$ cat src/hdl/sac_pkg.sv
// Shared constants and types for the converter sequencer.
package sac_pkg;
    localparam int unsigned DATA_W = 8;
    localparam int unsigned CHAN_N = 4;

    // Register byte offsets on the bus.
    localparam logic [7:0] OFF_CTRL   = 8'h00;
    localparam logic [7:0] OFF_RESULT = 8'h04;
    localparam logic [7:0] OFF_FLAG   = 8'h08;
    localparam logic [7:0] OFF_IRQEN  = 8'h0c;
    localparam logic [7:0] OFF_PORT   = 8'h10;
    localparam logic [7:0] OFF_PINCFG = 8'h14;

    // Control register zero field positions.
    localparam int unsigned CLKSEL_HI = 7;
    localparam int unsigned CLKSEL_LO = 6;
    localparam int unsigned CHSEL_HI  = 4;
    localparam int unsigned CHSEL_LO  = 3;
    localparam int unsigned GO_BIT    = 2;
    localparam int unsigned PWR_BIT   = 0;

    // Reset values.
    localparam logic [7:0] CTRL_RST   = 8'h00;
    localparam logic [3:0] PINCFG_RST = 4'hf;

    // Clock select codes.
    localparam logic [1:0] CLK_DIV2  = 2'b00;
    localparam logic [1:0] CLK_DIV8  = 2'b01;
    localparam logic [1:0] CLK_DIV32 = 2'b10;
    localparam logic [1:0] CLK_RC    = 2'b11;

    // Oscillator periods per bit period for each divided selection.
    localparam int unsigned TOSC_DIV2  = 2;
    localparam int unsigned TOSC_DIV8  = 8;
    localparam int unsigned TOSC_DIV32 = 32;

    // Timing in half bit periods; one pclk equals one oscillator period.
    localparam int unsigned SAMPLE_HALVES = 1;
    localparam int unsigned CONV_HALVES   = 19;
    localparam int unsigned HOLD_HALVES   = 4;
    localparam logic [4:0]  CONV_LAST     = 5'(CONV_HALVES - SAMPLE_HALVES - 1);
    localparam logic [4:0]  BIT_HALVES    = 5'(2 * DATA_W);
    localparam logic [4:0]  HOLD_LAST     = 5'(HOLD_HALVES - 1);

    // One instruction cycle spent before an RC-clocked conversion.
    localparam int unsigned INSTR_NS   = 200;
    localparam int unsigned PCLK_NS    = 50;
    localparam logic [4:0]  INSTR_LAST = 5'((INSTR_NS + PCLK_NS - 1) / PCLK_NS - 1);

    typedef enum {
        ST_ACQ,
        ST_WAIT,
        ST_SAMPLE,
        ST_CONV,
        ST_HOLD
    } sac_state_e;

    typedef struct packed {
        logic [1:0] clk_sel;
        logic [1:0] ch_sel;
        logic       go;
        logic       pwr_on;
    } sac_ctrl_s;
endpackage

$ cat src/hdl/sac_bitclk.sv
// Half bit period tick source: divided oscillator or synchronised RC clock.
`timescale 1ns/1ps
`default_nettype none
module sac_bitclk (
    input  wire logic       pclk,
    input  wire logic       presetn,
    input  wire logic       ce,
    input  wire logic       run,
    input  wire logic [1:0] clk_sel,
    input  wire logic       rc_clk,
    output logic            half_tick
);
    logic [3:0] div_cnt_r;
    logic [3:0] div_last;
    logic [2:0] rc_sync_r;

    always_comb begin
        case (clk_sel)
            sac_pkg::CLK_DIV2:  div_last = 4'(sac_pkg::TOSC_DIV2 / 2 - 1);
            sac_pkg::CLK_DIV8:  div_last = 4'(sac_pkg::TOSC_DIV8 / 2 - 1);
            sac_pkg::CLK_DIV32: div_last = 4'(sac_pkg::TOSC_DIV32 / 2 - 1);
            default:            div_last = 4'h0;
        endcase
    end

    // The RC clock runs on its own; each of its edges is half a bit period.
    always_ff @(posedge pclk or negedge presetn) begin
        if (!presetn) begin
            rc_sync_r <= 3'h0;
        end else if (ce) begin
            rc_sync_r <= {rc_sync_r[1:0], rc_clk};
        end
    end

    always_ff @(posedge pclk or negedge presetn) begin
        if (!presetn) begin
            div_cnt_r <= 4'h0;
        end else if (ce) begin
            if (!run || div_cnt_r == div_last) begin
                div_cnt_r <= 4'h0;
            end else begin
                div_cnt_r <= div_cnt_r + 4'h1;
            end
        end
    end

    always_comb begin
        if (clk_sel == sac_pkg::CLK_RC) begin
            half_tick = run && (rc_sync_r[2] != rc_sync_r[1]);
        end else begin
            half_tick = run && (div_cnt_r == div_last);
        end
    end
endmodule
`default_nettype wire

$ cat src/hdl/sac_sar.sv
// Successive approximation register, most significant bit first.
`timescale 1ns/1ps
`default_nettype none
module sac_sar #(
    parameter int unsigned WIDTH = 8
) (
    input  wire logic             pclk,
    input  wire logic             presetn,
    input  wire logic             ce,
    input  wire logic             load,
    input  wire logic             step,
    input  wire logic             comp_hi,
    output logic [WIDTH-1:0]      trial
);
    logic [WIDTH-1:0] probe_r;

    initial begin
        if (WIDTH < 2 || WIDTH > 16) begin
            $error("sac_sar: WIDTH out of range");
        end
    end

    // A kept bit stays set; the probe then moves to the next lower bit.
    always_ff @(posedge pclk or negedge presetn) begin
        if (!presetn) begin
            trial   <= '0;
            probe_r <= '0;
        end else if (ce) begin
            if (load) begin
                trial   <= {1'b1, {(WIDTH-1){1'b0}}};
                probe_r <= {1'b1, {(WIDTH-1){1'b0}}};
            end else if (step) begin
                trial   <= (comp_hi ? trial : (trial & ~probe_r)) | (probe_r >> 1);
                probe_r <= probe_r >> 1;
            end
        end
    end
endmodule
`default_nettype wire

$ cat src/hdl/sac_top.sv
// Conversion sequencer with its APB register file.
`timescale 1ns/1ps
`default_nettype none
module sac_top (
    input  wire logic        pclk,
    input  wire logic        presetn,
    input  wire logic        ce,
    input  wire logic        psel,
    input  wire logic        penable,
    input  wire logic        pwrite,
    input  wire logic [7:0]  paddr,
    input  wire logic [31:0] pwdata,
    input  wire logic [3:0]  pstrb,
    output logic [31:0]      prdata,
    output logic             pready,
    output logic             pslverr,
    input  wire logic        rc_clk,
    input  wire logic        sleep_mode,
    input  wire logic        comp_hi,
    input  wire logic [3:0]  port_pins,
    output logic [7:0]       dac_code,
    output logic [1:0]       mux_channel,
    output logic             sample_connect,
    output logic             analog_enable,
    output logic             conv_irq
);
    localparam int unsigned W = sac_pkg::DATA_W;

    sac_pkg::sac_ctrl_s   ctrl_r;
    sac_pkg::sac_state_e  state_r;
    logic [W-1:0]         result_r;
    logic                 done_flag_r;
    logic                 irq_en_r;
    logic [3:0]           analog_mask_r;
    logic                 powered_down_r;
    logic [4:0]           cnt_r;
    logic [1:0]           comp_sync_r;
    logic [3:0]           pin_s1_r;
    logic [3:0]           pin_s2_r;

    logic                 wr_en;
    logic                 rd_setup;
    logic                 wr_ctrl;
    logic                 sw_go;
    logic                 busy;
    logic                 abort;
    logic                 sleep_abort;
    logic                 half_tick;
    logic                 run_clk;
    logic                 sar_load;
    logic                 sar_step;
    logic                 complete;
    logic [W-1:0]         trial;
    logic [31:0]          rd_data;
    logic                 rd_err;

    initial begin
        if (W != 8) begin
            $error("sac_top: data width must be 8");
        end
    end

    // Bus decode: a setup cycle prepares the answer, the access cycle
    // then completes with pready high.
    assign rd_setup = psel && !penable;
    assign wr_en    = psel && penable && pready && pwrite && pstrb[0];
    assign wr_ctrl  = wr_en && paddr == sac_pkg::OFF_CTRL;
    assign sw_go    = pwdata[sac_pkg::GO_BIT];

    assign busy = state_r == sac_pkg::ST_WAIT
               || state_r == sac_pkg::ST_SAMPLE
               || state_r == sac_pkg::ST_CONV;

    assign abort       = busy && wr_ctrl && !sw_go;
    assign sleep_abort = busy && sleep_mode && ctrl_r.clk_sel != sac_pkg::CLK_RC;

    assign complete = state_r == sac_pkg::ST_CONV && half_tick
                   && cnt_r == sac_pkg::CONV_LAST;
    assign sar_load = state_r == sac_pkg::ST_SAMPLE && half_tick;
    assign sar_step = state_r == sac_pkg::ST_CONV && half_tick
                   && cnt_r[0] && cnt_r < sac_pkg::BIT_HALVES;

    assign run_clk = state_r != sac_pkg::ST_ACQ && state_r != sac_pkg::ST_WAIT;

    sac_bitclk u_bitclk (
        .pclk      (pclk),
        .presetn   (presetn),
        .ce        (ce),
        .run       (run_clk),
        .clk_sel   (ctrl_r.clk_sel),
        .rc_clk    (rc_clk),
        .half_tick (half_tick)
    );

    sac_sar #(
        .WIDTH (W)
    ) u_sar (
        .pclk    (pclk),
        .presetn (presetn),
        .ce      (ce),
        .load    (sar_load),
        .step    (sar_step),
        .comp_hi (comp_sync_r[1]),
        .trial   (trial)
    );

    // Comparator and port pins come from the analog side and are synchronised.
    always_ff @(posedge pclk or negedge presetn) begin
        if (!presetn) begin
            comp_sync_r <= 2'h0;
            pin_s1_r    <= 4'h0;
            pin_s2_r    <= 4'h0;
        end else if (ce) begin
            comp_sync_r <= {comp_sync_r[0], comp_hi};
            pin_s1_r    <= port_pins;
            pin_s2_r    <= pin_s1_r;
        end
    end

    // Sequencer.
    always_ff @(posedge pclk or negedge presetn) begin
        if (!presetn) begin
            state_r <= sac_pkg::ST_ACQ;
            cnt_r   <= 5'h0;
        end else if (ce) begin
            if (abort || sleep_abort) begin
                state_r <= sac_pkg::ST_HOLD;
                cnt_r   <= 5'h0;
            end else begin
                case (state_r)
                    sac_pkg::ST_ACQ: begin
                        cnt_r <= 5'h0;
                        if (wr_ctrl && sw_go && ctrl_r.pwr_on
                                && pwdata[sac_pkg::PWR_BIT]) begin
                            if (pwdata[sac_pkg::CLKSEL_HI:sac_pkg::CLKSEL_LO]
                                    == sac_pkg::CLK_RC) begin
                                state_r <= sac_pkg::ST_WAIT;
                            end else begin
                                state_r <= sac_pkg::ST_SAMPLE;
                            end
                        end
                    end
                    sac_pkg::ST_WAIT: begin
                        if (cnt_r == sac_pkg::INSTR_LAST) begin
                            state_r <= sac_pkg::ST_SAMPLE;
                            cnt_r   <= 5'h0;
                        end else begin
                            cnt_r <= cnt_r + 5'h1;
                        end
                    end
                    sac_pkg::ST_SAMPLE: begin
                        if (half_tick) begin
                            state_r <= sac_pkg::ST_CONV;
                            cnt_r   <= 5'h0;
                        end
                    end
                    sac_pkg::ST_CONV: begin
                        if (half_tick) begin
                            if (complete) begin
                                state_r <= sac_pkg::ST_HOLD;
                                cnt_r   <= 5'h0;
                            end else begin
                                cnt_r <= cnt_r + 5'h1;
                            end
                        end
                    end
                    sac_pkg::ST_HOLD: begin
                        if (half_tick) begin
                            if (cnt_r == sac_pkg::HOLD_LAST) begin
                                state_r <= sac_pkg::ST_ACQ;
                                cnt_r   <= 5'h0;
                            end else begin
                                cnt_r <= cnt_r + 5'h1;
                            end
                        end
                    end
                    default: begin
                        state_r <= sac_pkg::ST_ACQ;
                        cnt_r   <= 5'h0;
                    end
                endcase
            end
        end
    end

    // Control register zero; hardware clears the start bit on completion.
    always_ff @(posedge pclk or negedge presetn) begin
        if (!presetn) begin
            ctrl_r <= sac_pkg::sac_ctrl_s'(6'h00);
        end else if (ce) begin
            if (wr_ctrl) begin
                ctrl_r.clk_sel <= pwdata[sac_pkg::CLKSEL_HI:sac_pkg::CLKSEL_LO];
                ctrl_r.ch_sel  <= pwdata[sac_pkg::CHSEL_HI:sac_pkg::CHSEL_LO];
                ctrl_r.pwr_on  <= pwdata[sac_pkg::PWR_BIT];
            end
            if (complete || sleep_abort) begin
                ctrl_r.go <= 1'b0;
            end else if (wr_ctrl) begin
                // A start during the hold-off is refused, so the bit never stands idle.
                ctrl_r.go <= sw_go && ctrl_r.pwr_on && pwdata[sac_pkg::PWR_BIT]
                          && state_r != sac_pkg::ST_HOLD;
            end
        end
    end

    // Result: loaded only on completion or by software, never by reset.
    always_ff @(posedge pclk) begin
        if (ce) begin
            if (complete) begin
                result_r <= trial;
            end else if (wr_en && paddr == sac_pkg::OFF_RESULT) begin
                result_r <= pwdata[W-1:0];
            end
        end
    end

    // Done flag: a completion in the same cycle as a software clear wins.
    always_ff @(posedge pclk or negedge presetn) begin
        if (!presetn) begin
            done_flag_r <= 1'b0;
        end else if (ce) begin
            if (complete) begin
                done_flag_r <= 1'b1;
            end else if (wr_en && paddr == sac_pkg::OFF_FLAG && !pwdata[0]) begin
                done_flag_r <= 1'b0;
            end
        end
    end

    always_ff @(posedge pclk or negedge presetn) begin
        if (!presetn) begin
            irq_en_r      <= 1'b0;
            analog_mask_r <= sac_pkg::PINCFG_RST;
        end else if (ce) begin
            if (wr_en && paddr == sac_pkg::OFF_IRQEN) begin
                irq_en_r <= pwdata[0];
            end
            if (wr_en && paddr == sac_pkg::OFF_PINCFG) begin
                analog_mask_r <= pwdata[3:0];
            end
        end
    end

    // Power-down in sleep leaves the power bit set; waking restores power.
    always_ff @(posedge pclk or negedge presetn) begin
        if (!presetn) begin
            powered_down_r <= 1'b0;
        end else if (ce) begin
            if (!sleep_mode) begin
                powered_down_r <= 1'b0;
            end else if (sleep_abort) begin
                powered_down_r <= 1'b1;
            end else if (complete && !irq_en_r) begin
                powered_down_r <= 1'b1;
            end
        end
    end

    // Read mux.
    always_comb begin
        rd_data = 32'h0000_0000;
        rd_err  = 1'b0;
        case (paddr)
            sac_pkg::OFF_CTRL: begin
                rd_data[sac_pkg::CLKSEL_HI:sac_pkg::CLKSEL_LO] = ctrl_r.clk_sel;
                rd_data[sac_pkg::CHSEL_HI:sac_pkg::CHSEL_LO]   = ctrl_r.ch_sel;
                rd_data[sac_pkg::GO_BIT]                       = ctrl_r.go;
                rd_data[sac_pkg::PWR_BIT]                      = ctrl_r.pwr_on;
            end
            sac_pkg::OFF_RESULT: rd_data[W-1:0] = result_r;
            sac_pkg::OFF_FLAG:   rd_data[0]     = done_flag_r;
            sac_pkg::OFF_IRQEN:  rd_data[0]     = irq_en_r;
            sac_pkg::OFF_PORT:   rd_data[3:0]   = pin_s2_r & ~analog_mask_r;
            sac_pkg::OFF_PINCFG: rd_data[3:0]   = analog_mask_r;
            default:             rd_err         = 1'b1;
        endcase
    end

    always_ff @(posedge pclk or negedge presetn) begin
        if (!presetn) begin
            pready  <= 1'b0;
            prdata  <= 32'h0000_0000;
            pslverr <= 1'b0;
        end else if (ce) begin
            pready <= rd_setup;
            if (rd_setup) begin
                prdata  <= pwrite ? 32'h0000_0000 : rd_data;
                pslverr <= rd_err;
            end
        end
    end

    // Analog side. The mux follows the channel field regardless of pin
    // direction, and the sample node is only connected, never reset.
    always_ff @(posedge pclk or negedge presetn) begin
        if (!presetn) begin
            dac_code       <= 8'h00;
            mux_channel    <= 2'h0;
            sample_connect <= 1'b0;
            analog_enable  <= 1'b0;
            conv_irq       <= 1'b0;
        end else if (ce) begin
            dac_code       <= trial;
            mux_channel    <= ctrl_r.ch_sel;
            sample_connect <= ctrl_r.pwr_on && !powered_down_r
                           && (state_r == sac_pkg::ST_ACQ
                               || state_r == sac_pkg::ST_WAIT
                               || state_r == sac_pkg::ST_SAMPLE);
            analog_enable  <= ctrl_r.pwr_on && !powered_down_r;
            conv_irq       <= done_flag_r && irq_en_r;
        end
    end
endmodule
`default_nettype wire

$ cat config.mk
export PLATFORM = sky130hd
export DESIGN_NAME = sac_top
export DESIGN_NICKNAME = d
export VERILOG_FILES = /design/src/hdl/sac_pkg.sv /design/src/hdl/sac_bitclk.sv /design/src/hdl/sac_sar.sv /design/src/hdl/sac_top.sv
export SDC_FILE = /design/constraint.sdc
export NUM_CORES = 1
export LEC_CHECK = 0
export BUFFER_PORTS_ARGS = -buffer_cell sky130_fd_sc_hd__buf_4
export CORE_UTILIZATION = 30
export DETAILED_ROUTE_END_ITERATION = 10
export PLACE_DENSITY_LB_ADDON = 0.12
export SYNTH_ARGS = -nofsm -noshare
export SYNTH_HDL_FRONTEND = slang
export SYNTH_HIERARCHICAL = 1
export SYNTH_SLANG_ARGS = --single-unit
export TNS_END_PERCENT = 50
$ cat constraint.sdc
create_clock -name pclk -period 6.6 [get_ports pclk]
set_input_delay 0.66 -clock pclk [delete_from_list [all_inputs] [get_ports pclk]]
set_output_delay 0.66 -clock pclk [all_outputs]
set_load 0.005 [all_outputs]
==> flow_summary.json, run 1 <==
{
  "status": "completed",
  "postCtsSetupRepairBufs": 0,
  "worstMarginPinSlew_ns": 1.03,
  "synth.most_common_cell": "dfrtp_1",
  "crit_chain": "inv_1, ha_1, nor3b_1, o22ai_2, o21ai_1, and2_1, inv_1, or3b_2, a21oi_1",
  "fin_ws_ns": 3.08,
  "power.density_nw_per_um2": 313,
  "fin_area_um2": 5270,
  "fin_util_pct": 36.1,
  "arrival_ns": 3.49,
  "netlist.area_leader.share_pct": 40.7,
  "hp-class": "reg -> reg",
  "slew_headroom_pct": 31.6,
  "critPathSlowestCell": "a21oi_1",
  "dpl_cell_area_um2": 4940,
  "layoutNonFillerInstCount": 639,
  "grt_util_met2_pct": 21.4,
  "yosys-top-cells-count": "73 x dfrtp_1, 42 x mux2_2, 25 x buf_4",
  "power.total_mw": 1.65,
  "num_vias": 3262,
  "htree_levels": 3,
  "dieArea_um2": 15500,
  "die_w_um": 124,
  "clock_sinks": 85,
  "ys_ff_latch": 85,
  "r2r_slack_ns": 3.08,
  "intPower_mw": 1.14,
  "power.share.clock_pct": 33.3,
  "vias_per_cell": 5.10,
  "fin_crit_sh_pct": 53.4,
  "clk_latency_ns": 0.34,
  "io_pins": 104,
  "fin_nets": 512,
  "clock.fmax_mhz": 284,
  "drc": 0,
  "gp_congestion": 0.748,
  "maxSlewViolCount": 0,
  "grt_use_total_pct": 14.3,
  "wl_per_cell_um": 16.1,
  "clk_pin_slew_ns": 0.07,
  "drtAntennaViolNets": 0,
  "top_usage_layer": "met2",
  "ys_seq_area_share_pct": 48.3,
  "antenna_found_initial": 0,
  "cts_tree": "built",
  "grt_pass1_vias": 3151,
  "cp_max_fo": 12,
  "clock-root-buffer": "clkbuf_16",
  "diodes": 0,
  "grt_util_met1_pct": 19.7,
  "final_layout_size_suffix_gt1_share_pct": 27.9,
  "port_buffers": 52,
  "crit_type": "reg -> reg",
  "grt_pass1_wl_mm": 17.4,
  "seqPwrFrac_pct": 43.8,
  "async_reset_ff_share_pct": 90.6,
  "cpLargestDelayFamily": "simple AND/OR/NAND/NOR gates",
  "synth_top_area_cell": "dfrtp_1",
  "postCtsResizedCells": 0,
  "synthTopCellsByArea": "dfrtp_1 41%, mux2_2 11%, edfxtp_1 5.3%",
  "cts_hold_buf": 0,
  "grt_start_max_net_pins": 78,
  "skew_ns": 0.00654,
  "cp_slowest_stage_delay_ns": 0.75,
  "ys_types": 64,
  "wl_mm": 10.3,
  "hold_viol": 0,
  "required_ns": 6.57,
  "hpwl_mm": 7.15,
  "synth-edff-count": 8,
  "syn_inst": 405,
  "row_count": 44,
  "hold_slack_ns": 0.483,
  "cts_buffer_depth": 2,
  "syn_area_per_cell_um2": 11.1,
  "start_util_pct": 30.8,
  "irDropWorstVdd_mv": 0.176,
  "place_inst": 623,
  "p_switching_mw": 0.508,
  "drt_iter0_markers": 207,
  "cpMostUsedCell": "inv_1",
  "grt-ovfl-total": 0,
  "cts_made_buffers": 9,
  "power.share.combinational_pct": 22.9,
  "critPathBufInv": 2,
  "drtPass1Iterations": 4,
  "setup_viol": 0,
  "grt_util_met3_pct": 4.73,
  "worstSetupStartpointType": "flip-flop",
  "setup_tns_ns": 0,
  "area_growth_syn_to_layout_pct": 17.3,
  "synthFlopType": "dfrtp_1",
  "yosysWarnings": 6,
  "die_y_um": 124,
  "syn-cell-area_um2": 4490,
  "switching_share_pct": 30.8,
  "p_leak_nw": 2.31,
  "fin_crit_ns": 3.52,
  "place_ws_ns": 3.04,
  "drv_cap": 0,
  "core_area_um2": 14600,
  "rsz0062_at_grt": "false",
  "end_kind": "flip-flop"
}
[logic make-up (layout without fill, tap and decap cells)]
group,Yosys count,in the layout,share of synthesized area [%]
simple gates,123,123,17.2
buf+inv,60,87,7.57
mux,44,44,11.0
compound gates,85,85,14.0
flops,85,85,48.3
fa+ha+maj,5,5,1.39
other cells,1,24,0.0835
xor+xnor,2,2,0.390
[sequential cells by signal (all words and copies together) (netlist names), 2 cells and up]
signal              cells
dac_code                8
u_sar/trial             8
u_sar/probe_r           8
u_bitclk/div_cnt_r      4
comp_sync_r             2
mux_channel             2
ctrl_r                  6
result_r                8
cnt_r                   5
state_r                 3
analog_mask_r           4
pin_s2_r                4
u_bitclk/rc_sync_r      3
prdata                  8
pin_s1_r                4
[worst reg2reg max path: cells and delay by family (launching register included)]
kind / cells / cell delay, ns
buffers and inverters: 2 / 0.17
DFF: 1 / 0.46
and+or+nand+nor: 3 / 1.18
AOI/OAI and AO/OA: 3 / 1.04
adders and majority gates: 1 / 0.29
[path summary, 6_finish.rpt]
| path | cells past startpoint | startpoint | to |
|---|---|---|---|
| worst max register to register | 9 | ctrl_r[4]$_DFFE_PN0P_ | result_r[7]$_DFFE_PP_ |
| worst max-delay path | 9 | ctrl_r[4]$_DFFE_PN0P_ | result_r[7]$_DFFE_PP_ |
| worst min-delay path | 1 | sample_connect$_DFFE_PN0P_ | sample_connect$_DFFE_PN0P_ |
| max in group asynchronous | 1 | presetn | u_bitclk/div_cnt_r[2]$_DFFE_PN0P_ |
| min in group asynchronous | 1 | presetn | u_sar/probe_r[5]$_DFFE_PN0P_ |
| worst min register to register | 1 | sample_connect$_DFFE_PN0P_ | sample_connect$_DFFE_PN0P_ |
[power groups by stage]
stage | combinational [mW] | sequential [mW] | clock (mW)
2_1_floorplan | 0.303 | 0.682 | 0
3_3_place_gp | 0.378 | 0.730 | 0
3_5_place_dp | 0.380 | 0.732 | 0
4_1_cts | 0.382 | 0.723 | 0.568
5_1_grt | 0.427 | 0.739 | 0.588
6_report | 0.378 | 0.723 | 0.550
[per-layer routing]
metal  share of wire (%)  vias up  routed length, µm
met3                 4.8       10                494
met2                  46       79               4710
met5                   0        -                  0
met1                  48     1616               4970
li1                    -     1557                  -
met4                0.94        0                 97
[cells in the final DEF, fill, tap and decap left out, types with 5 or more instances in the layout]
master	count
nor3_1	6
a32o_1	6
ha_1	5
and3_1	9
and3b_1	6
inv_1	17
nand3_1	8
conb_1	24
a22o_1	6
nand2b_1	15
nand4_1	6
nor3b_1	5
buf_4	54
o311ai_0	6
edfxtp_1	8
dfrtp_1	73
mux2_2	42
nor2_1	10
clkbuf_16	9
o21ai_0	12
o211ai_1	9
nand4b_1	9
a21oi_1	12
nand2_1	22
[cell type report]
cell class	instances	area (µm²)
tap	184	230
timing repair buffer	54	405
clock inverter	7	98.8
fill	1463	9320
clock buffer	9	225
inverter	17	63.8
sequential	85	2170
multi-input combinational	283	2070
(Power assumes the default switching activity.)
==> run 2: changes to the inputs <==
Clock period 6.6 ns to 3.4 ns, I/O delays scaled along.
==> run 2 against run 1 <==
Final cell count increased by 0.78%. Non-clock buffer count increased by 5. Wire length increased by 2.4%. First-iteration DRC count increased by 20%. Clock-buffer cell count increased by 2. Via count decreased by 0.40%. Core utilization increased by 0.10 points. Setup slack got worse by 2.7 ns. Critical path depth unchanged. Largest cell class unchanged. Global-route usage decreased by 0.057 points. Clock power increased by 84%. Maximum frequency increased by 17%.
==> flow_summary.json, run 2 (synthesis gave the netlist of run 1 again) <==
{
  "cp_max_fo": 12,
  "row_count": 44,
  "status": "completed",
  "clock.fmax_mhz": 332,
  "fin_crit_sh_pct": 88.5,
  "clock_sinks": 85,
  "hold_viol": 0,
  "multi_input_area_um2": 2070,
  "cts_hold_buf": 0,
  "arrival_ns": 3.06,
  "end_kind": "flip-flop",
  "antenna_found_initial": 0,
  "fin_area_um2": 5280,
  "die_w_um": 124,
  "start_util_pct": 30.8,
  "drtPass1Iterations": 4,
  "setup_tns_ns": 0,
  "drtAntennaViolNets": 0,
  "crit_type": "reg -> reg",
  "drt_iter0_markers": 248,
  "core_area_um2": 14600,
  "grt_use_total_pct": 14.2,
  "place_inst": 628,
  "skew_ns": 0.00653,
  "htree_levels": 3,
  "hold_slack_ns": 0.176,
  "cts_tree": "built",
  "dieArea_um2": 15500,
  "cts_buffer_depth": 2,
  "num_vias": 3249,
  "layoutNonFillerInstCount": 644,
  "clk_pin_slew_ns": 0.07,
  "wl_per_cell_um": 16.3,
  "dpl_cell_area_um2": 4980,
  "area_growth_syn_to_layout_pct": 17.6,
  "maxSlewViolCount": 0,
  "rsz0062_at_grt": "false",
  "diodes": 0,
  "gp_congestion": 0.751,
  "required_ns": 3.45,
  "power.total_mw": 3.16,
  "drv_cap": 0,
  "worstSetupStartpointType": "flip-flop",
  "postCtsResizedCells": 0,
  "final_layout_size_suffix_gt1_share_pct": 28.5,
  "fin_crit_ns": 3.01,
  "setup_viol": 0,
  "cts_made_buffers": 9,
  "seq_area_um2": 2170,
  "power.density_nw_per_um2": 598,
  "die_y_um": 124,
  "grt_pass1_vias": 3168,
  "nFillCells": 1470,
  "postCtsSetupRepairBufs": 0,
  "wl_mm": 10.5,
  "drc": 0,
  "layout_common_cells": "73 x dfrtp_1, 59 x buf_4, 42 x mux2_2",
  "clk_latency_ns": 0.35,
  "clock-root-buffer": "clkbuf_16",
  "slew_headroom_pct": 33.0,
  "io_pins": 104,
  "hpwl_mm": 7.27,
  "p_leak_nw": 2.33,
  "irDropWorstVdd_mv": 0.254,
  "port_buffers": 52,
  "fin_nets": 517,
  "layout_commonest_cell": "dfrtp_1",
  "grt_pass1_wl_mm": 17.2,
  "grt_start_max_net_pins": 78,
  "vias_per_cell": 5.05,
  "hp-class": "in -> async",
  "grt-ovfl-total": 0,
  "worstMarginPinSlew_ns": 1.00
}
-- run 2: changes by cell type in the layout (fill, tap and decap cells not counted) --
cell,change
clkinvlp_4,+1
clkbuf_8,+1
clkbuf_1,+1
bufinv_16,-1
buf_4,+5
clkinv_4,-2
-- run 2: where the power goes --
part           internal (mW)  switching, mW
Combinational          0.384          0.363
Clock                  0.591          0.417
Sequential              1.19          0.209
-- run 2: final cells by class --
| type | instances | share of cell area [%] |
|---|---|---|
| sequential | 85 | 41.1 |
| multi-input combinational | 283 | 39.2 |
| timing repair buffer | 59 | 8.38 |
| clock buffer | 11 | 4.59 |
| tap | 184 | 4.36 |
| inverter | 17 | 1.21 |
| clock inverter | 5 | 1.11 |
-- run 2: worst paths after layout --
check / from / end / slack (ns) / cells after the start
max in group asynchronous: presetn / analog_enable$_DFFE_PN0P_ / 2.59 / 1
worst max-delay path: ctrl_r[5]$_DFFE_PN0P_ / result_r[7]$_DFFE_PP_ / 0.39 / 9
worst min register to register: pslverr$_DFFE_PN0P_ / pslverr$_DFFE_PN0P_ / 0.48 / 2
min in group pclk: port_pins[1] / pin_s1_r[1]$_DFFE_PN0P_ / 0.22 / 2
worst min-delay path: presetn / prdata[4]$_DFFE_PN0P_ / 0.18 / 1
worst max register to register: ctrl_r[5]$_DFFE_PN0P_ / result_r[7]$_DFFE_PP_ / 0.39 / 9
-- run 2: metrics by stage --
stage | util (%) | worst slack, ns
final | 36.2 | 0.392
after global routing | 36.2 | 0.233
after CTS | 36.2 | 0.385
after detailed placement | 34.2 | 0.399
after global placement | 34.2 | 0.435
after floorplan | - | 0.419
-- run 2: critical path, stage by stage (launching register included) --
cell     delay [ns]
dfrtp_1        0.45
ha_1           0.32
nor3b_1        0.25
o22ai_2        0.15
o21ai_1        0.13
and2_1         0.26
inv_1          0.10
or3b_2         0.67
a21oi_1        0.20
buf_4          0.20
-- run 2: layer usage --
layer	share of wire, %	GRT usage (%)	vias to the layer above
li1	-	-	1565
met1	50	19.9	1596
met2	45	21.0	81
met3	4.3	4.30	7
met4	1.0	4.46	0
met5	0	0	-
